--- src/inc/srl_pkg.sv ---
// constants and carrier types of the set/reset latch block
// Function
// latch state follows its set and reset inputs without a dedicated clock event
// every set and reset input of the latch is active high
// set and reset together drive the latch to, and hold it in, reset
// one software bit sets the latch, another resets it
// both software strobe bits clear themselves after one write
// either comparator output may be chosen as set or reset source
// comparator sources optionally pass a synchroniser clocked by the timer tick
// the external input pin may be chosen as set or reset source
// internal periodic clock with period chosen by a three-bit field
// separate enables let the periodic clock set and/or reset the latch
// separate enable bits gate true and complementary outputs to pins
// true and complementary outputs may drive their pins simultaneously
// a latch output reaches its pin only while its direction bit is cleared
// device reset leaves latch state undefined; software initialises it first
// effective set/reset is the OR of all enabled set/reset sources
// periodic clock gives a one-cycle pulse once per selected period
package srl_pkg;

   // register byte offsets
   localparam logic [7:0] SRL_CTRL0_OFS = 8'h00;
   localparam logic [7:0] SRL_CTRL1_OFS = 8'h04;
   localparam logic [7:0] SRL_CTRL2_OFS = 8'h08;
   localparam logic [7:0] SRL_STAT_OFS  = 8'h0c;

   // latch_control_reg0 fields
   localparam int SRL_RST_STB_BIT = 0;
   localparam int SRL_SET_STB_BIT = 1;
   localparam int SRL_NQ_EN_BIT   = 2;
   localparam int SRL_Q_EN_BIT    = 3;
   localparam int SRL_PSEL_LSB    = 4;

   // latch_control_reg1: reset enables in [3:0], set enables in [7:4]
   localparam int SRL_RST_EN_LSB = 0;
   localparam int SRL_SET_EN_LSB = 4;

   // control 2 fields
   localparam int SRL_SYNC_A_BIT = 0;
   localparam int SRL_SYNC_B_BIT = 1;
   localparam int SRL_DIR_Q_BIT  = 2;
   localparam int SRL_DIR_NQ_BIT = 3;

   // reset values; direction bits come up as input
   localparam logic [4:0] SRL_CTRL0_RST = 5'h00;
   localparam logic [7:0] SRL_CTRL1_RST = 8'h00;
   localparam logic [3:0] SRL_CTRL2_RST = 4'hc;

   // periodic clock: period is 2**(sel + base) core cycles
   localparam int SRL_PER_BASE  = 2;
   localparam int SRL_PER_CNT_W = 10;

   typedef struct packed {
      logic [2:0] periodic_clk_period_sel;
      logic       true_out_en;
      logic       compl_out_en;
   } srl_ctrl0_s;

   // one enable per latch source, bit 0 is comparator b
   typedef struct packed {
      logic per;
      logic ext;
      logic cmp_a;
      logic cmp_b;
   } srl_src_s;

   typedef struct packed {
      logic dir_nq;
      logic dir_q;
      logic sync_b;
      logic sync_a;
   } srl_ctrl2_s;

   typedef struct packed {
      srl_ctrl0_s               ctrl0;
      srl_src_s                 set_en;
      srl_src_s                 rst_en;
      srl_ctrl2_s               ctrl2;
      logic                     sw_set_strobe;
      logic                     sw_reset_strobe;
      logic [SRL_PER_CNT_W-1:0] per_cnt;
      logic                     per_pulse;
      logic                     pready;
      logic                     pslverr;
      logic [31:0]              prdata;
      logic                     q_pin;
      logic                     q_oe_n;
      logic                     nq_pin;
      logic                     nq_oe_n;
   } srl_state_s;

endpackage

--- src/design/srl_latch.sv ---
// set/reset latch with selectable sources and apb registers
`timescale 1ns/10ps
module srl_latch
   import srl_pkg::*;
(
   // clock and reset
   input  wire logic        ref_clk,
   input  wire logic        rst_n,
   // apb slave
   input  wire logic [7:0]  paddr,
   input  wire logic        psel,
   input  wire logic        penable,
   input  wire logic        pwrite,
   input  wire logic [31:0] pwdata,
   output logic [31:0]      prdata,
   output logic             pready,
   output logic             pslverr,
   // latch sources
   input  wire logic        cmp_a_out,
   input  wire logic        cmp_b_out,
   input  wire logic        t1_clk_en,
   input  wire logic        ext_latch_input,
   // pins
   output logic             q_pin_out,
   output logic             q_pin_oe_n,
   output logic             nq_pin_out,
   output logic             nq_pin_oe_n,
   // state
   output logic             latch_state
);

   srl_state_s st_q;
   srl_state_s st_d;
   logic       latch_q;
   logic       cmp_a_out_synced;
   logic       cmp_b_out_synced;
   logic       set_eff;
   logic       rst_eff;
   logic       setup;
   logic       access;
   logic       wr_ok;

   localparam srl_state_s ST_RST = '{
      ctrl0:           srl_ctrl0_s'(SRL_CTRL0_RST),
      set_en:          srl_src_s'(SRL_CTRL1_RST[SRL_SET_EN_LSB +: 4]),
      rst_en:          srl_src_s'(SRL_CTRL1_RST[SRL_RST_EN_LSB +: 4]),
      ctrl2:           srl_ctrl2_s'(SRL_CTRL2_RST),
      sw_set_strobe:   1'b0,
      sw_reset_strobe: 1'b0,
      per_cnt:         '0,
      per_pulse:       1'b0,
      pready:          1'b0,
      pslverr:         1'b0,
      prdata:          32'h0000_0000,
      q_pin:           1'b0,
      q_oe_n:          1'b1,
      nq_pin:          1'b0,
      nq_oe_n:         1'b1
   };

   function automatic logic addr_ok(input logic [7:0] a);
      addr_ok = (a == SRL_CTRL0_OFS) || (a == SRL_CTRL1_OFS) ||
                (a == SRL_CTRL2_OFS) || (a == SRL_STAT_OFS);
   endfunction

   // true once the counter reaches the end of the selected period
   function automatic logic period_hit(input logic [SRL_PER_CNT_W-1:0] cnt,
                                       input logic [2:0]               sel);
      logic [SRL_PER_CNT_W-1:0] mask;
      mask = SRL_PER_CNT_W'((1 << (int'(sel) + SRL_PER_BASE)) - 1);
      period_hit = ((cnt & mask) == mask);
   endfunction

   // comparator synchronisers
   srl_cmp_sync u_sync_a (
      .ref_clk (ref_clk),
      .rst_n   (rst_n),
      .tick    (t1_clk_en),
      .sync_en (st_q.ctrl2.sync_a),
      .raw     (cmp_a_out),
      .out     (cmp_a_out_synced)
   );

   srl_cmp_sync u_sync_b (
      .ref_clk (ref_clk),
      .rst_n   (rst_n),
      .tick    (t1_clk_en),
      .sync_en (st_q.ctrl2.sync_b),
      .raw     (cmp_b_out),
      .out     (cmp_b_out_synced)
   );

   // source selection, all active high
   always_comb begin
      set_eff = (st_q.set_en.cmp_a & cmp_a_out_synced)
              | (st_q.set_en.cmp_b & cmp_b_out_synced)
              | (st_q.set_en.ext   & ext_latch_input)
              | (st_q.set_en.per   & st_q.per_pulse)
              | st_q.sw_set_strobe;
      rst_eff = (st_q.rst_en.cmp_a & cmp_a_out_synced)
              | (st_q.rst_en.cmp_b & cmp_b_out_synced)
              | (st_q.rst_en.ext   & ext_latch_input)
              | (st_q.rst_en.per   & st_q.per_pulse)
              | st_q.sw_reset_strobe;
   end

   // latch core: no reset, so state is undefined until software acts;
   // sampling on ref_clk bounds the response to one cycle, no edge wait
   always_ff @(posedge ref_clk) begin
      if (rst_eff) begin
         latch_q <= 1'b0;
      end else if (set_eff) begin
         latch_q <= 1'b1;
      end
   end

   assign setup  = psel & ~penable;
   assign access = psel & penable & st_q.pready;
   assign wr_ok  = access & pwrite & ~st_q.pslverr;

   always_comb begin
      st_d = st_q;

      // apb: zero wait, answer in the first access cycle
      st_d.pready  = setup;
      st_d.pslverr = setup & ~addr_ok(paddr);
      if (setup && !pwrite) begin
         unique case (paddr)
            SRL_CTRL0_OFS: st_d.prdata = {25'h0000000,
                                          st_q.ctrl0.periodic_clk_period_sel,
                                          st_q.ctrl0.true_out_en,
                                          st_q.ctrl0.compl_out_en,
                                          2'b00};
            SRL_CTRL1_OFS: st_d.prdata = {24'h000000, st_q.set_en, st_q.rst_en};
            SRL_CTRL2_OFS: st_d.prdata = {28'h0000000, st_q.ctrl2};
            SRL_STAT_OFS:  st_d.prdata = {28'h0000000, ext_latch_input,
                                          cmp_b_out_synced, cmp_a_out_synced,
                                          latch_q};
            default:       st_d.prdata = 32'h0000_0000;
         endcase
      end

      // strobes live one cycle; a new write re-arms them
      st_d.sw_set_strobe   = 1'b0;
      st_d.sw_reset_strobe = 1'b0;
      if (wr_ok) begin
         unique case (paddr)
            SRL_CTRL0_OFS: begin
               st_d.sw_set_strobe   = pwdata[SRL_SET_STB_BIT];
               st_d.sw_reset_strobe = pwdata[SRL_RST_STB_BIT];
               st_d.ctrl0.compl_out_en = pwdata[SRL_NQ_EN_BIT];
               st_d.ctrl0.true_out_en  = pwdata[SRL_Q_EN_BIT];
               st_d.ctrl0.periodic_clk_period_sel = pwdata[SRL_PSEL_LSB +: 3];
            end
            SRL_CTRL1_OFS: begin
               st_d.set_en = srl_src_s'(pwdata[SRL_SET_EN_LSB +: 4]);
               st_d.rst_en = srl_src_s'(pwdata[SRL_RST_EN_LSB +: 4]);
            end
            SRL_CTRL2_OFS: begin
               st_d.ctrl2.sync_a = pwdata[SRL_SYNC_A_BIT];
               st_d.ctrl2.sync_b = pwdata[SRL_SYNC_B_BIT];
               st_d.ctrl2.dir_q  = pwdata[SRL_DIR_Q_BIT];
               st_d.ctrl2.dir_nq = pwdata[SRL_DIR_NQ_BIT];
            end
            default: begin
            end
         endcase
      end

      // free-running divider for the periodic source
      st_d.per_cnt   = st_q.per_cnt + SRL_PER_CNT_W'(1);
      st_d.per_pulse = period_hit(st_q.per_cnt,
                                  st_q.ctrl0.periodic_clk_period_sel);

      // pin drivers; both may drive together
      st_d.q_pin   = latch_q;
      st_d.nq_pin  = ~latch_q;
      st_d.q_oe_n  = ~(st_q.ctrl0.true_out_en & ~st_q.ctrl2.dir_q);
      st_d.nq_oe_n = ~(st_q.ctrl0.compl_out_en & ~st_q.ctrl2.dir_nq);
   end

   always_ff @(posedge ref_clk or negedge rst_n) begin
      if (!rst_n) begin
         st_q <= ST_RST;
      end else begin
         st_q <= st_d;
      end
   end

   assign prdata      = st_q.prdata;
   assign pready      = st_q.pready;
   assign pslverr     = st_q.pslverr;
   assign q_pin_out   = st_q.q_pin;
   assign q_pin_oe_n  = st_q.q_oe_n;
   assign nq_pin_out  = st_q.nq_pin;
   assign nq_pin_oe_n = st_q.nq_oe_n;
   assign latch_state = latch_q;
endmodule

--- src/design/srl_cmp_sync.sv ---
// comparator synchroniser stepped by the timer clock tick
`timescale 1ns/10ps
module srl_cmp_sync
   import srl_pkg::*;
(
   // clock and reset
   input  wire logic ref_clk,
   input  wire logic rst_n,
   // control
   input  wire logic tick,
   input  wire logic sync_en,
   // data
   input  wire logic raw,
   output logic      out
);

   logic meta_q;
   logic stage_q;

   // first stage feeds only the second stage
   always_ff @(posedge ref_clk or negedge rst_n) begin
      if (!rst_n) begin
         meta_q  <= 1'b0;
         stage_q <= 1'b0;
      end else if (tick) begin
         meta_q  <= raw;
         stage_q <= meta_q;
      end
   end

   // bypass gives the fastest response when sync is off
   assign out = sync_en ? stage_q : raw;

endmodule

--- config.mk ---
export PLATFORM = sky130hd
export DESIGN_NAME = srl_latch
export DESIGN_NICKNAME = d
export VERILOG_FILES = /design/src/inc/srl_pkg.sv /design/src/design/srl_latch.sv /design/src/design/srl_cmp_sync.sv
export SDC_FILE = /design/constraint.sdc
export NUM_CORES = 1
export LEC_CHECK = 0
export BUFFER_PORTS_ARGS = -buffer_cell sky130_fd_sc_hd__buf_2
export CORE_MARGIN = 1.5
export CORE_UTILIZATION = 54
export DETAILED_ROUTE_END_ITERATION = 8
export GPL_TIMING_DRIVEN = 0
export PLACE_DENSITY = 0.95
export SYNTH_ARGS = -nofsm -noshare
export SYNTH_HDL_FRONTEND = slang
export SYNTH_SLANG_ARGS = --single-unit
--- constraint.sdc ---
create_clock -name ref_clk -period 5.63 [get_ports ref_clk]
set_input_delay 0.2815 -clock ref_clk [delete_from_list [all_inputs] [get_ports ref_clk]]
set_output_delay 0.2815 -clock ref_clk [all_outputs]
set_load 0.05 [all_outputs]
After elaboration in Yosys (flattened, before gate mapping)
Cells that the tools add are included.

Register bits after elaboration: 73. Input bits: 49. Output and inout port bits: 39. Word-level logic and storage cells: 86.

$add $sub $neg: 3. Equality and inequality tests: 4. Shift operators: 1. Multiplexer cells: 5. Bitwise gates (word level): 33. Reductions and logical operators: 9.

Operators with widths (count): one-hot mux 8 bit (4 select lines) (1); bitwise AND 1 bit (16); == test 8 x 4 -> 1 bit (second input constant) (2); adder 10 x 1 -> 10 bit (second input constant) (1); bitwise AND 10 bit (1); == test 10 bit (1); << shifter 1 x 4 -> 10 bit (first input constant) (1); subtractor 10 x 2 -> 10 bit (second input constant) (1); == test 8 x 3 -> 1 bit (second input constant) (1); zero test 8 bit (1); inverter 1 bit (8); OR 1 bit (8); AND reduction 2 bit (3); adder 3 x 2 -> 4 bit (second input constant) (1); two-way mux 2 bit (2); logical OR 1 bit (3); two-way mux 1 bit (2); logical AND 1 bit (1); zero test 1 bit (1).

Logic depth before layout (Yosys ltp)
Gate-level depths: netlist of the first run.

Depth after elaboration: 6. Mapped depth: 9. Gate-level depth less buffers: 9.

Hierarchy
A second synthesis of the first run with hierarchy kept.

Cells, all modules: 225. Area total of the unflattened synthesis: 2562.5 µm².

Modules (own cells, without submodules): srl_latch (times used 1, cells each 215, area each 2394.8 µm², seq. area each 1126.1 µm²); srl_cmp_sync (times used 2, cells each 5, area each 83.8 µm², seq. area each 50.0 µm²).

Worst setup path before layout of the first run
Ideal clock, no wire load.

Path type: flip-flop to flip-flop. From: register st_q[66] (netlist bit). To: register st_q[38] (netlist bit). Setup time: 0.101 ns. Data arrival time: 2.266 ns. Required time: 5.529 ns. Setup slack: 3.263 ns. Cell stages (with the launch flop): 10. Buffers on the path: 0. Clock period less this slack: 2.367 ns. Cell sequence: dfrtp_1 -> inv_1 -> ha_1 -> nor2b_1 -> nand3b_1 -> ha_1 -> o22a_1 -> o21ai_0 -> a2111o_1 -> nor4_1.

RTL lines: from (decl) (RTL line srl_latch.sv:32) `srl_state_s st_q;`; from (signal assigned) (RTL line srl_latch.sv:186) `st_q <= st_d;`.

==> results.sh, run 1 <==
export IMPL_setup_viol=0
export IMPL_synthAdderAreaFrac_pct=3.89
export IMPL_hold_ws_ns=0.147
export IMPL_nFillCells=334
export IMPL_remaining_drc_errors=0
export IMPL_diodes=0
export IMPL_htree_num_levels=2
export IMPL_cts_setup_buffers=0
export IMPL_synth_compound_area_share_pct=6.13
export IMPL_synth_simple_area_share_pct=14.0
export IMPL_hold_violations=0
export IMPL_synthTopCellsByArea="dfrtp_1, mux2_2, buf_4"
export IMPL_numCtsBuffers=5
export IMPL_path_cells="inv_1 > ha_1 > nor2b_1 > nand3b_1 > ha_1 > o22a_1 > o21ai_0 > a2111o_1 > nor4_1"
export IMPL_clock_skew_ns=0.0116
export IMPL_layout_drive_gt1_share_pct=38.7
export IMPL_ir_worst_vdd_mv=0.149
export IMPL_dieArea_sq_um=5180
export IMPL_grt_pass1_vias=1762
export IMPL_syn_area_per_cell_sq_um=11.3
export IMPL_routabilityCongestion=0.893
export IMPL_fin_cells=349
export IMPL_netlist_cell_type_count=43
export IMPL_clk_latency_ns=0.31
export IMPL_synth_seq_cells=49
export IMPL_fin_area_sq_um=3010
export IMPL_fin_crit_ns=2.86
export IMPL_ys_top_cells_by_count="dfrtp_1, buf_4, mux2_2"
export IMPL_synth_top_cell_by_area="dfrtp_1"
export IMPL_end_kind="flip-flop"
export IMPL_post_dp_cell_area_sq_um=2920
export IMPL_cts_tree="yes"
export IMPL_start_kind="flip-flop"
export IMPL_clkSinkCount=49
export IMPL_clk_pin_slew_ns=0.09
export IMPL_overflow=0
export IMPL_synth_xor_area_share_pct=3.07
export IMPL_crit_slowest_cell="dfrtp_1"
export IMPL_cp_arrival_ns=3.04
export IMPL_die_x_microns=72.0
export IMPL_ys_async_sr_fraction_pct=98.0
export IMPL_clock_root_buffer="clkbuf_8"
export IMPL_grt_max_degree=49
export IMPL_synth_edf_count=0
export IMPL_grt_total_usage_pct=20.7
export IMPL_die_height_microns=72.0
export IMPL_layout_nets=353
export IMPL_required_ns=5.81
export IMPL_slew_violations=0
export IMPL_seq_area_frac_synth_pct=47.7
export IMPL_yosys_warnings=0
export IMPL_synth_cells=227
export IMPL_cts_buffer_depth=2
export IMPL_synth_mux_area_share_pct=13.9
export IMPL_ctsHoldBuffers=0
export IMPL_core_area_sq_um=4470
export IMPL_synth_top_area_share_pct=42.8
export IMPL_tightest_slew_ns=1.04
export IMPL_port_buffers=39
export IMPL_ys_flop_type="dfrtp_1"
export IMPL_finalCritPeriodShare_pct=50.9
export IMPL_reg2reg_from="st_q[66]$_DFFE_PN0P_"
export IMPL_cp_startpoint="st_q[66]$_DFFE_PN0P_"
export IMPL_maxCapViolCount=0
export IMPL_grt_pass1_wl_microns=8260
export IMPL_min_path_type="in -> async"
export IMPL_synth_area_sq_um=2570
export IMPL_max_clock_freq_mhz=349
export IMPL_vias_per_cell=5.26
export IMPL_wl_per_cell_microns=14.1
export IMPL_first_pass_iters=4
export IMPL_placed_cells=341
export IMPL_row_count=24
export IMPL_fin_tns_setup_ns=0
export IMPL_p_per_area_nw_per_um2=227
export IMPL_vias=1837
export IMPL_antenna_left=0
export IMPL_synth_most_common_cell="dfrtp_1"
export IMPL_finalWirelength_microns=4930
export IMPL_drtIter0Drc=107
export IMPL_synth_top_family_by_area="simple AND/OR/NAND/NOR gates"
export IMPL_critPathMostFrequentCell="ha_1"
export IMPL_cts_resized=0
export IMPL_area_growth_pct=17.1
export IMPL_cpPeakStageDelay_ns=0.58
export IMPL_rsz0062_at_grt="no"
export IMPL_crit_type="reg -> reg"
export IMPL_antenna_found_initial=0
export IMPL_status="completed"
export IMPL_pin_count=88
export IMPL_dp_hpwl_microns=3740
export IMPL_initial_core_util_pct=57.5
export IMPL_p_leak_nw=1.54
export IMPL_max_slew_margin_pct=30.9
export IMPL_worstPathMaxFanout=12
==> final cells by class <==
type	count	area, sq um	area share, %
buffer	37	262	8.68
timing repair buffer	39	195	6.48
inverter	7	26.3	0.872
multi-input combinational	157	1140	38.0
clock inverter	1	7.51	0.249
tap	52	65.1	2.16
clock buffer	7	86.3	2.87
sequential	49	1230	40.7
==> final timing paths <==
path | cells past startpoint | endpoint | slack (ns)
worst max-delay path | 9 | st_q[38]$_DFF_PN0_ | 2.77
worst min-delay path | 1 | st_q[42]$_DFF_PN0_ | 0.15
worst max register to register | 9 | st_q[38]$_DFF_PN0_ | 2.77
worst min register to register | 0 | q_pin_out$_DFF_PN0_ | 0.41
max in group asynchronous | 1 | prdata[4]$_DFFE_PN0P_ | 4.84
min in group ref_clk | 2 | u_sync_a.meta_q$_DFFE_PN0P_ | 0.22
==> placed cells by master, fill, tap and decap left out, drive strengths merged, types with 7 or more instances in the layout <==
master  count
nand2      20
nor2        7
buf        73
xnor2       8
inv         7
o21ai       8
mux2       25
clkbuf     10
conb       24
ha          8
dfrtp      44
==> metal layers <==
layer / GRT usage (%) / share of wire, % / up-vias
met5: 0 / 0 / -
met2: 34.6 / 51 / 58
met1: 26.7 / 43 / 884
li1: - / - / 886
met4: 7.97 / 2.1 / 0
met3: 4.17 / 4.2 / 9
==> report_power, final <==
| group | total (W) | switching (W) | internal [W] |
|---|---|---|---|
| registers | 0.000364 | 0.00000469 | 0.000360 |
| clock network | 0.000215 | 0.000115 | 0.0000999 |
| logic | 0.000104 | 0.0000734 | 0.0000306 |
| total | 0.000683 | 0.000193 | 0.000490 |
==> worst max-delay path: cells and delay by family, from the launching register on <==
family                     cells  cell delay [ns]
AOI/OAI and AO/OA              3             0.55
adders and majority gates      2             0.72
and+or+nand+nor                3             0.70
DFF                            1             0.58
buffers and inverters          1             0.17
==> sequential cells by signal (all words and copies together), names as in the netlist <==
signal	cells
u_sync_a.stage_q	1
st_q	30
nq_pin_oe_n	1
u_sync_b.meta_q	1
nq_pin_out	1
q_pin_oe_n	1
prdata	8
u_sync_a.meta_q	1
pready	1
latch_state	1
q_pin_out	1
u_sync_b.stage_q	1
pslverr	1
==> logic make-up after synthesis <==
group,after synthesis
simple gates,64
buf+inv,44
flops,49
mux,30
xor+xnor,9
fa+ha+maj,8
other cells,1
compound gates,22
==> stage by stage <==
stage          total power [W]  worst slack (ns)  util, %
2_1_floorplan         0.000448              3.26        -
3_3_place_gp          0.000472              2.90     65.2
3_5_place_dp          0.000475              2.86     65.2
4_1_cts               0.000689              2.84     67.3
5_1_grt               0.000713              2.58     67.3
6_report              0.000683              2.77     67.3
(Power assumes the default switching activity.)
==> run 2: changes to the inputs <==
Settings changed: CORE_UTILIZATION 54 to 45, PLACE_DENSITY 0.95 to 0.87.
Clock period 5.63 ns to 2.6 ns, I/O delays scaled along.
==> results.sh, run 2 (same netlist as run 1, synthesis figures left out) <==
export IMPL_crit_slowest_cell="dfrtp_2"
export IMPL_row_count=27
export IMPL_grt_total_usage_pct=16.2
export IMPL_antenna_left=0
export IMPL_die_height_microns=78.6
export IMPL_final_common_cell="dfrtp_1"
export IMPL_dieArea_sq_um=6180
export IMPL_fin_tns_setup_ns=0
export IMPL_min_path_type="in -> async"
export IMPL_crit_family="compound AO/OA/AOI/OAI gates"
export IMPL_remaining_drc_errors=0
export IMPL_fin_crit_ns=2.50
export IMPL_critical_path_depth=10
export IMPL_layout_drive_gt1_share_pct=40.3
export IMPL_status="complete, but fails checks"
export IMPL_top_layer_used="met4"
export IMPL_ir_worst_vdd_mv=0.232
export IMPL_place_ws_ns=-0.184
export IMPL_area_growth_pct=19.5
export IMPL_clkSinkCount=49
export IMPL_critPathMostFrequentCell="ha_1"
export IMPL_top_register="st_q"
export IMPL_numCtsBuffers=5
export IMPL_clock_root_buffer="clkbuf_8"
export IMPL_port_buffers=39
export IMPL_max_slew_margin_pct=32.6
export IMPL_routabilityCongestion=0.797
export IMPL_required_ns=2.81
export IMPL_path_cells="buf_4 > ha_1 > clkbuf_1 > nor2_1 > nand2_1 > ha_1 > o22a_1 > o21ai_0 > a2111o_1 > nor4_2"
export IMPL_rsz0062_at_grt="no"
export IMPL_cp_arrival_ns=2.71
export IMPL_hold_ws_ns=-0.0238
export IMPL_clock_skew_ns=0.00756
export IMPL_finalCritPeriodShare_pct=96.3
export IMPL_failed_checks="negative hold slack"
export IMPL_tightest_slew_ns=1.01
export IMPL_cts_buffer_depth=2
export IMPL_slew_violations=0
export IMPL_diodes=0
export IMPL_final_cell_mix="dfrtp_1, buf_2, buf_4"
export IMPL_grt_pass1_vias=1718
export IMPL_route_met3_wl_microns=349
export IMPL_finalWirelength_microns=4810
export IMPL_pin_count=88
export IMPL_core_area_sq_um=5510
export IMPL_first_pass_iters=5
export IMPL_cpPeakStageDelay_ns=0.42
export IMPL_initial_core_util_pct=46.7
export IMPL_setup_viol=0
export IMPL_overflow=0
export IMPL_cts_tree="yes"
export IMPL_clk_pin_slew_ns=0.09
export IMPL_p_per_area_nw_per_um2=507
export IMPL_wl_per_cell_microns=13.0
export IMPL_crit_type="reg -> reg"
export IMPL_p_leak_nw=1.56
export IMPL_end_kind="flip-flop"
export IMPL_fin_ws_ns=0.0965
export IMPL_ff2ff_path_depth=10
export IMPL_layout_nets=354
export IMPL_largest_reg_flops=30
export IMPL_dp_hpwl_microns=3570
export IMPL_die_x_microns=78.6
export IMPL_max_clock_freq_mhz=399
export IMPL_hold_violations=18
export IMPL_clk_latency_ns=0.31
export IMPL_critical_path_buf_inv_count=2
export IMPL_ctsHoldBuffers=0
export IMPL_antenna_found_initial=0
export IMPL_grt_pass1_wl_microns=7750
export IMPL_nFillCells=465
export IMPL_vias_per_cell=4.93
export IMPL_vias=1825
export IMPL_power_w=0.00156
export IMPL_wl_met2_microns=2310
export IMPL_maxCapViolCount=0
export IMPL_start_kind="flip-flop"
export IMPL_htree_num_levels=2
export IMPL_drtIter0Drc=57
export IMPL_worstPathMaxFanout=11
export IMPL_grt_max_degree=49
export IMPL_met1_length_microns=2030
==> run 2: cell count changes in the layout (fill, tap and decap cells not counted), sizes merged <==
cell,delta
bufinv,+1
clkbuf,-1
clkinv,+1
clkinvlp,-1
buf,+1
==> run 2: per-layer routing <==
layer / GRT usage, % / up-vias
met5: 0 / -
met4: 8.57 / 0
met3: 3.37 / 11
met2: 25.9 / 76
met1: 20.6 / 853
li1: - / 885
==> run 2: final timing paths <==
kind	start	end	slack [ns]
worst max-delay path	st_q[66]$_DFFE_PN0P_	st_q[38]$_DFF_PN0_	0.1
worst min-delay path	rst_n	st_q[42]$_DFF_PN0_	-0.02
worst max register to register	st_q[66]$_DFFE_PN0P_	st_q[38]$_DFF_PN0_	0.1
worst min register to register	latch_state$_SDFFE_PP0P_	q_pin_out$_DFF_PN0_	0.43
max in group asynchronous	rst_n	st_q[66]$_DFFE_PN0P_	1.93
min in group ref_clk	cmp_b_out	u_sync_b.meta_q$_DFFE_PN0P_	0.06
==> run 2: worst reg2reg max path: cells and delay by family, from the launching register on <==
kind                     cells  cell delay [ns]
buffers and inverters        2             0.35
AND/OR/NAND/NOR              3             0.55
flip-flops                   1             0.42
AO/OA/AOI/OAI                3             0.60
adder cells (fa/ha/maj)      2             0.48
==> run 2: repair_timing <==
| action | CTS | global route |
|---|---|---|
| buffers inserted | 1 | 0 |
| pin swaps | 0 | 0 |
| resized for setup | 2 | 2 |
| setup endpoints to repair | 1 | 1 |
| gates cloned | 0 | 0 |
==> run 2: power breakdown <==
| part | internal, W | total, W | switching (W) |
|---|---|---|---|
| registers | 0.000778 | 0.000788 | 0.00000979 |
| logic | 0.0000663 | 0.000224 | 0.000158 |
| clock network | 0.000289 | 0.000546 | 0.000258 |
==> run 2: area by class of cell <==
type                            count  area [sq um]  share of cell area [%]
Buffer                             37           262                    8.51
Clock buffer                        6          72.6                    2.36
Clock inverter                      2          38.8                    1.26
Inverter                            7          26.3                   0.855
Multi-Input combinational cell    157          1150                    37.5
Sequential cell                    49          1230                    40.0
Tap cell                           72          90.1                    2.93
Timing Repair Buffer               40           203                    6.60
==> run 2: through the flow <==
step | cell area, sq um | instances | hold slack, ns | util (%)
2_1_floorplan | 2660 | 250 | -0.166 | -
3_3_place_gp | 2940 | 361 | 0.346 | 53.4
3_5_place_dp | 2940 | 361 | 0.350 | 53.4
4_1_cts | 3070 | 370 | 0.0171 | 55.7
5_1_grt | 3070 | 370 | 0.0568 | 55.8
6_report | 3070 | 370 | -0.0238 | 55.8
==> run 3: changes to the inputs <==
Settings changed: CORE_MARGIN 1.5 to 2.
==> results.sh, run 3 (same netlist as run 1, synthesis figures left out) <==
export IMPL_routabilityCongestion=0.869
export IMPL_max_clock_freq_mhz=408
export IMPL_die_height_microns=79.6
export IMPL_cpPeakStageDelay_ns=0.42
export IMPL_core_area_sq_um=5510
export IMPL_min_path_type="in -> async"
export IMPL_required_ns=2.81
export IMPL_combPwrFrac_pct=15.3
export IMPL_antenna_left=0
export IMPL_start_kind="flip-flop"
export IMPL_pin_count=88
export IMPL_status="complete, but fails checks"
export IMPL_critPathMostFrequentCell="ha_1"
export IMPL_layout_nets=354
export IMPL_seqPwrFrac_pct=53.7
export IMPL_cts_buffer_depth=2
export IMPL_crit_type="reg -> reg"
export IMPL_p_leak_nw=1.54
export IMPL_failed_checks="negative hold slack"
export IMPL_multi_input_comb_area_sq_um=1150
export IMPL_critical_path_buf_inv_count=2
export IMPL_pwr_share_clk_pct=31.0
export IMPL_area_growth_pct=18.8
export IMPL_maxCapViolCount=0
export IMPL_initial_core_util_pct=46.7
export IMPL_dieArea_sq_um=6330
export IMPL_final_common_cell="dfrtp_1"
export IMPL_slew_violations=0
export IMPL_max_slew_margin_pct=33.0
export IMPL_post_dp_cell_area_sq_um=2940
export IMPL_reg2reg_from="st_q[66]$_DFFE_PN0P_"
export IMPL_path_cells="buf_4 > ha_1 > clkbuf_1 > nor2_1 > nand2_1 > ha_1 > o22a_1 > o21ai_0 > a2111o_1 > nor4_2"
export IMPL_cp_startpoint="st_q[66]$_DFFE_PN0P_"
export IMPL_hold_ws_ns=-0.0147
export IMPL_cp_arrival_ns=2.66
export IMPL_grt_pass1_vias=1680
export IMPL_clkSinkCount=49
export IMPL_fin_crit_ns=2.45
export IMPL_drtIter0Drc=83
export IMPL_vias_per_cell=4.92
export IMPL_switchingPower_w=0.000432
export IMPL_dp_hpwl_microns=3630
export IMPL_diodes=0
export IMPL_antenna_found_initial=0
export IMPL_numCtsBuffers=5
export IMPL_htree_num_levels=2
export IMPL_regToRegSetupSlack_ns=0.15
export IMPL_first_pass_iters=4
export IMPL_clk_pin_slew_ns=0.09
export IMPL_die_x_microns=79.6
export IMPL_post_route_util_pct=55.5
export IMPL_tightest_slew_ns=1.01
export IMPL_placed_cells=361
export IMPL_layout_drive_gt1_share_pct=40.9
export IMPL_finalWirelength_microns=4780
export IMPL_grt_max_degree=49
export IMPL_p_int_w=0.00104
export IMPL_ir_worst_vdd_mv=0.202
export IMPL_port_buffers=39
export IMPL_end_kind="flip-flop"
export IMPL_overflow=0
export IMPL_wl_per_cell_microns=12.9
export IMPL_crit_family="compound AO/OA/AOI/OAI gates"
export IMPL_grt_pass1_wl_microns=7800
export IMPL_worstPathMaxFanout=11
export IMPL_crit_slowest_cell="dfrtp_2"
export IMPL_power_w=0.00147
export IMPL_vias=1820
export IMPL_row_count=27
export IMPL_rsz0062_at_grt="no"
export IMPL_clock_skew_ns=0.00558
export IMPL_seq_area_sq_um=1230
export IMPL_top_register="st_q"
export IMPL_clk_latency_ns=0.31
export IMPL_setup_viol=0
export IMPL_clock_root_buffer="clkbuf_8"
export IMPL_hold_violations=28
export IMPL_largest_reg_flops=30
export IMPL_fin_area_sq_um=3050
export IMPL_netSwitchingFraction_pct=29.4
export IMPL_final_cell_mix="dfrtp_1, buf_2, buf_4"
export IMPL_nFillCells=483
export IMPL_finalCritPeriodShare_pct=94.4
export IMPL_remaining_drc_errors=0
export IMPL_cts_tree="yes"
export IMPL_p_per_area_nw_per_um2=481
export IMPL_grt_total_usage_pct=16.0
export IMPL_fin_cells=370
==> run 3: timing repair <==
| action | CTS | global route |
|---|---|---|
| gates cloned | 0 | 0 |
| resized for setup | 1 | 4 |
| endpoints found under the setup margin | 1 | 1 |
| hold buffers | 0 | 0 |
| setup buffers | 1 | 0 |
==> run 3: layout make-up <==
type                       count  share of cell area (%)
clock buffer                   5                    2.25
sequential                    49                    40.2
clock inverter                 3                   0.696
multi-input combinational    157                    37.8
buffer                        37                    8.56
tap                           72                    2.95
timing repair buffer          40                    6.64
inverter                       7                   0.860
==> run 3: path summary, 6_finish.rpt <==
path,end,depth (start not counted)
worst max-delay path,st_q[38]$_DFF_PN0_,10
worst min register to register,q_pin_out$_DFF_PN0_,0
max in group asynchronous,st_q[67]$_DFFE_PN0P_,1
min in group ref_clk,st_q[62]$_DFFE_PN0P_,2
worst min-delay path,st_q[42]$_DFF_PN0_,1
worst max register to register,st_q[38]$_DFF_PN0_,10
==> run 3: per-layer routing <==
layer / GRT usage [%] / part of all wire (%)
met4: 5.69 / 1.4
met1: 20.4 / 43
met3: 3.96 / 5.7
met2: 26.5 / 50
met5: 0 / 0
==> run 3: per-stage QoR <==
step / setup TNS [ns] / worst slack, ns
6_report: 0 / 0.147
5_1_grt: 0 / 0.00241
4_1_cts: 0 / 0.0400
3_5_place_dp: -0.0918 / -0.0918
3_3_place_gp: -0.105 / -0.105
2_1_floorplan: 0 / 0.233
==> run 3: power groups by stage <==
stage	Sequential [W]	Clock, W	Combinational (W)
2_1_floorplan	0.000830	0	0.000139
4_1_cts	0.000788	0.000467	0.000225
3_5_place_dp	0.000803	0	0.000224
3_3_place_gp	0.000803	0	0.000221
5_1_grt	0.000790	0.000493	0.000239
6_report	0.000788	0.000455	0.000225
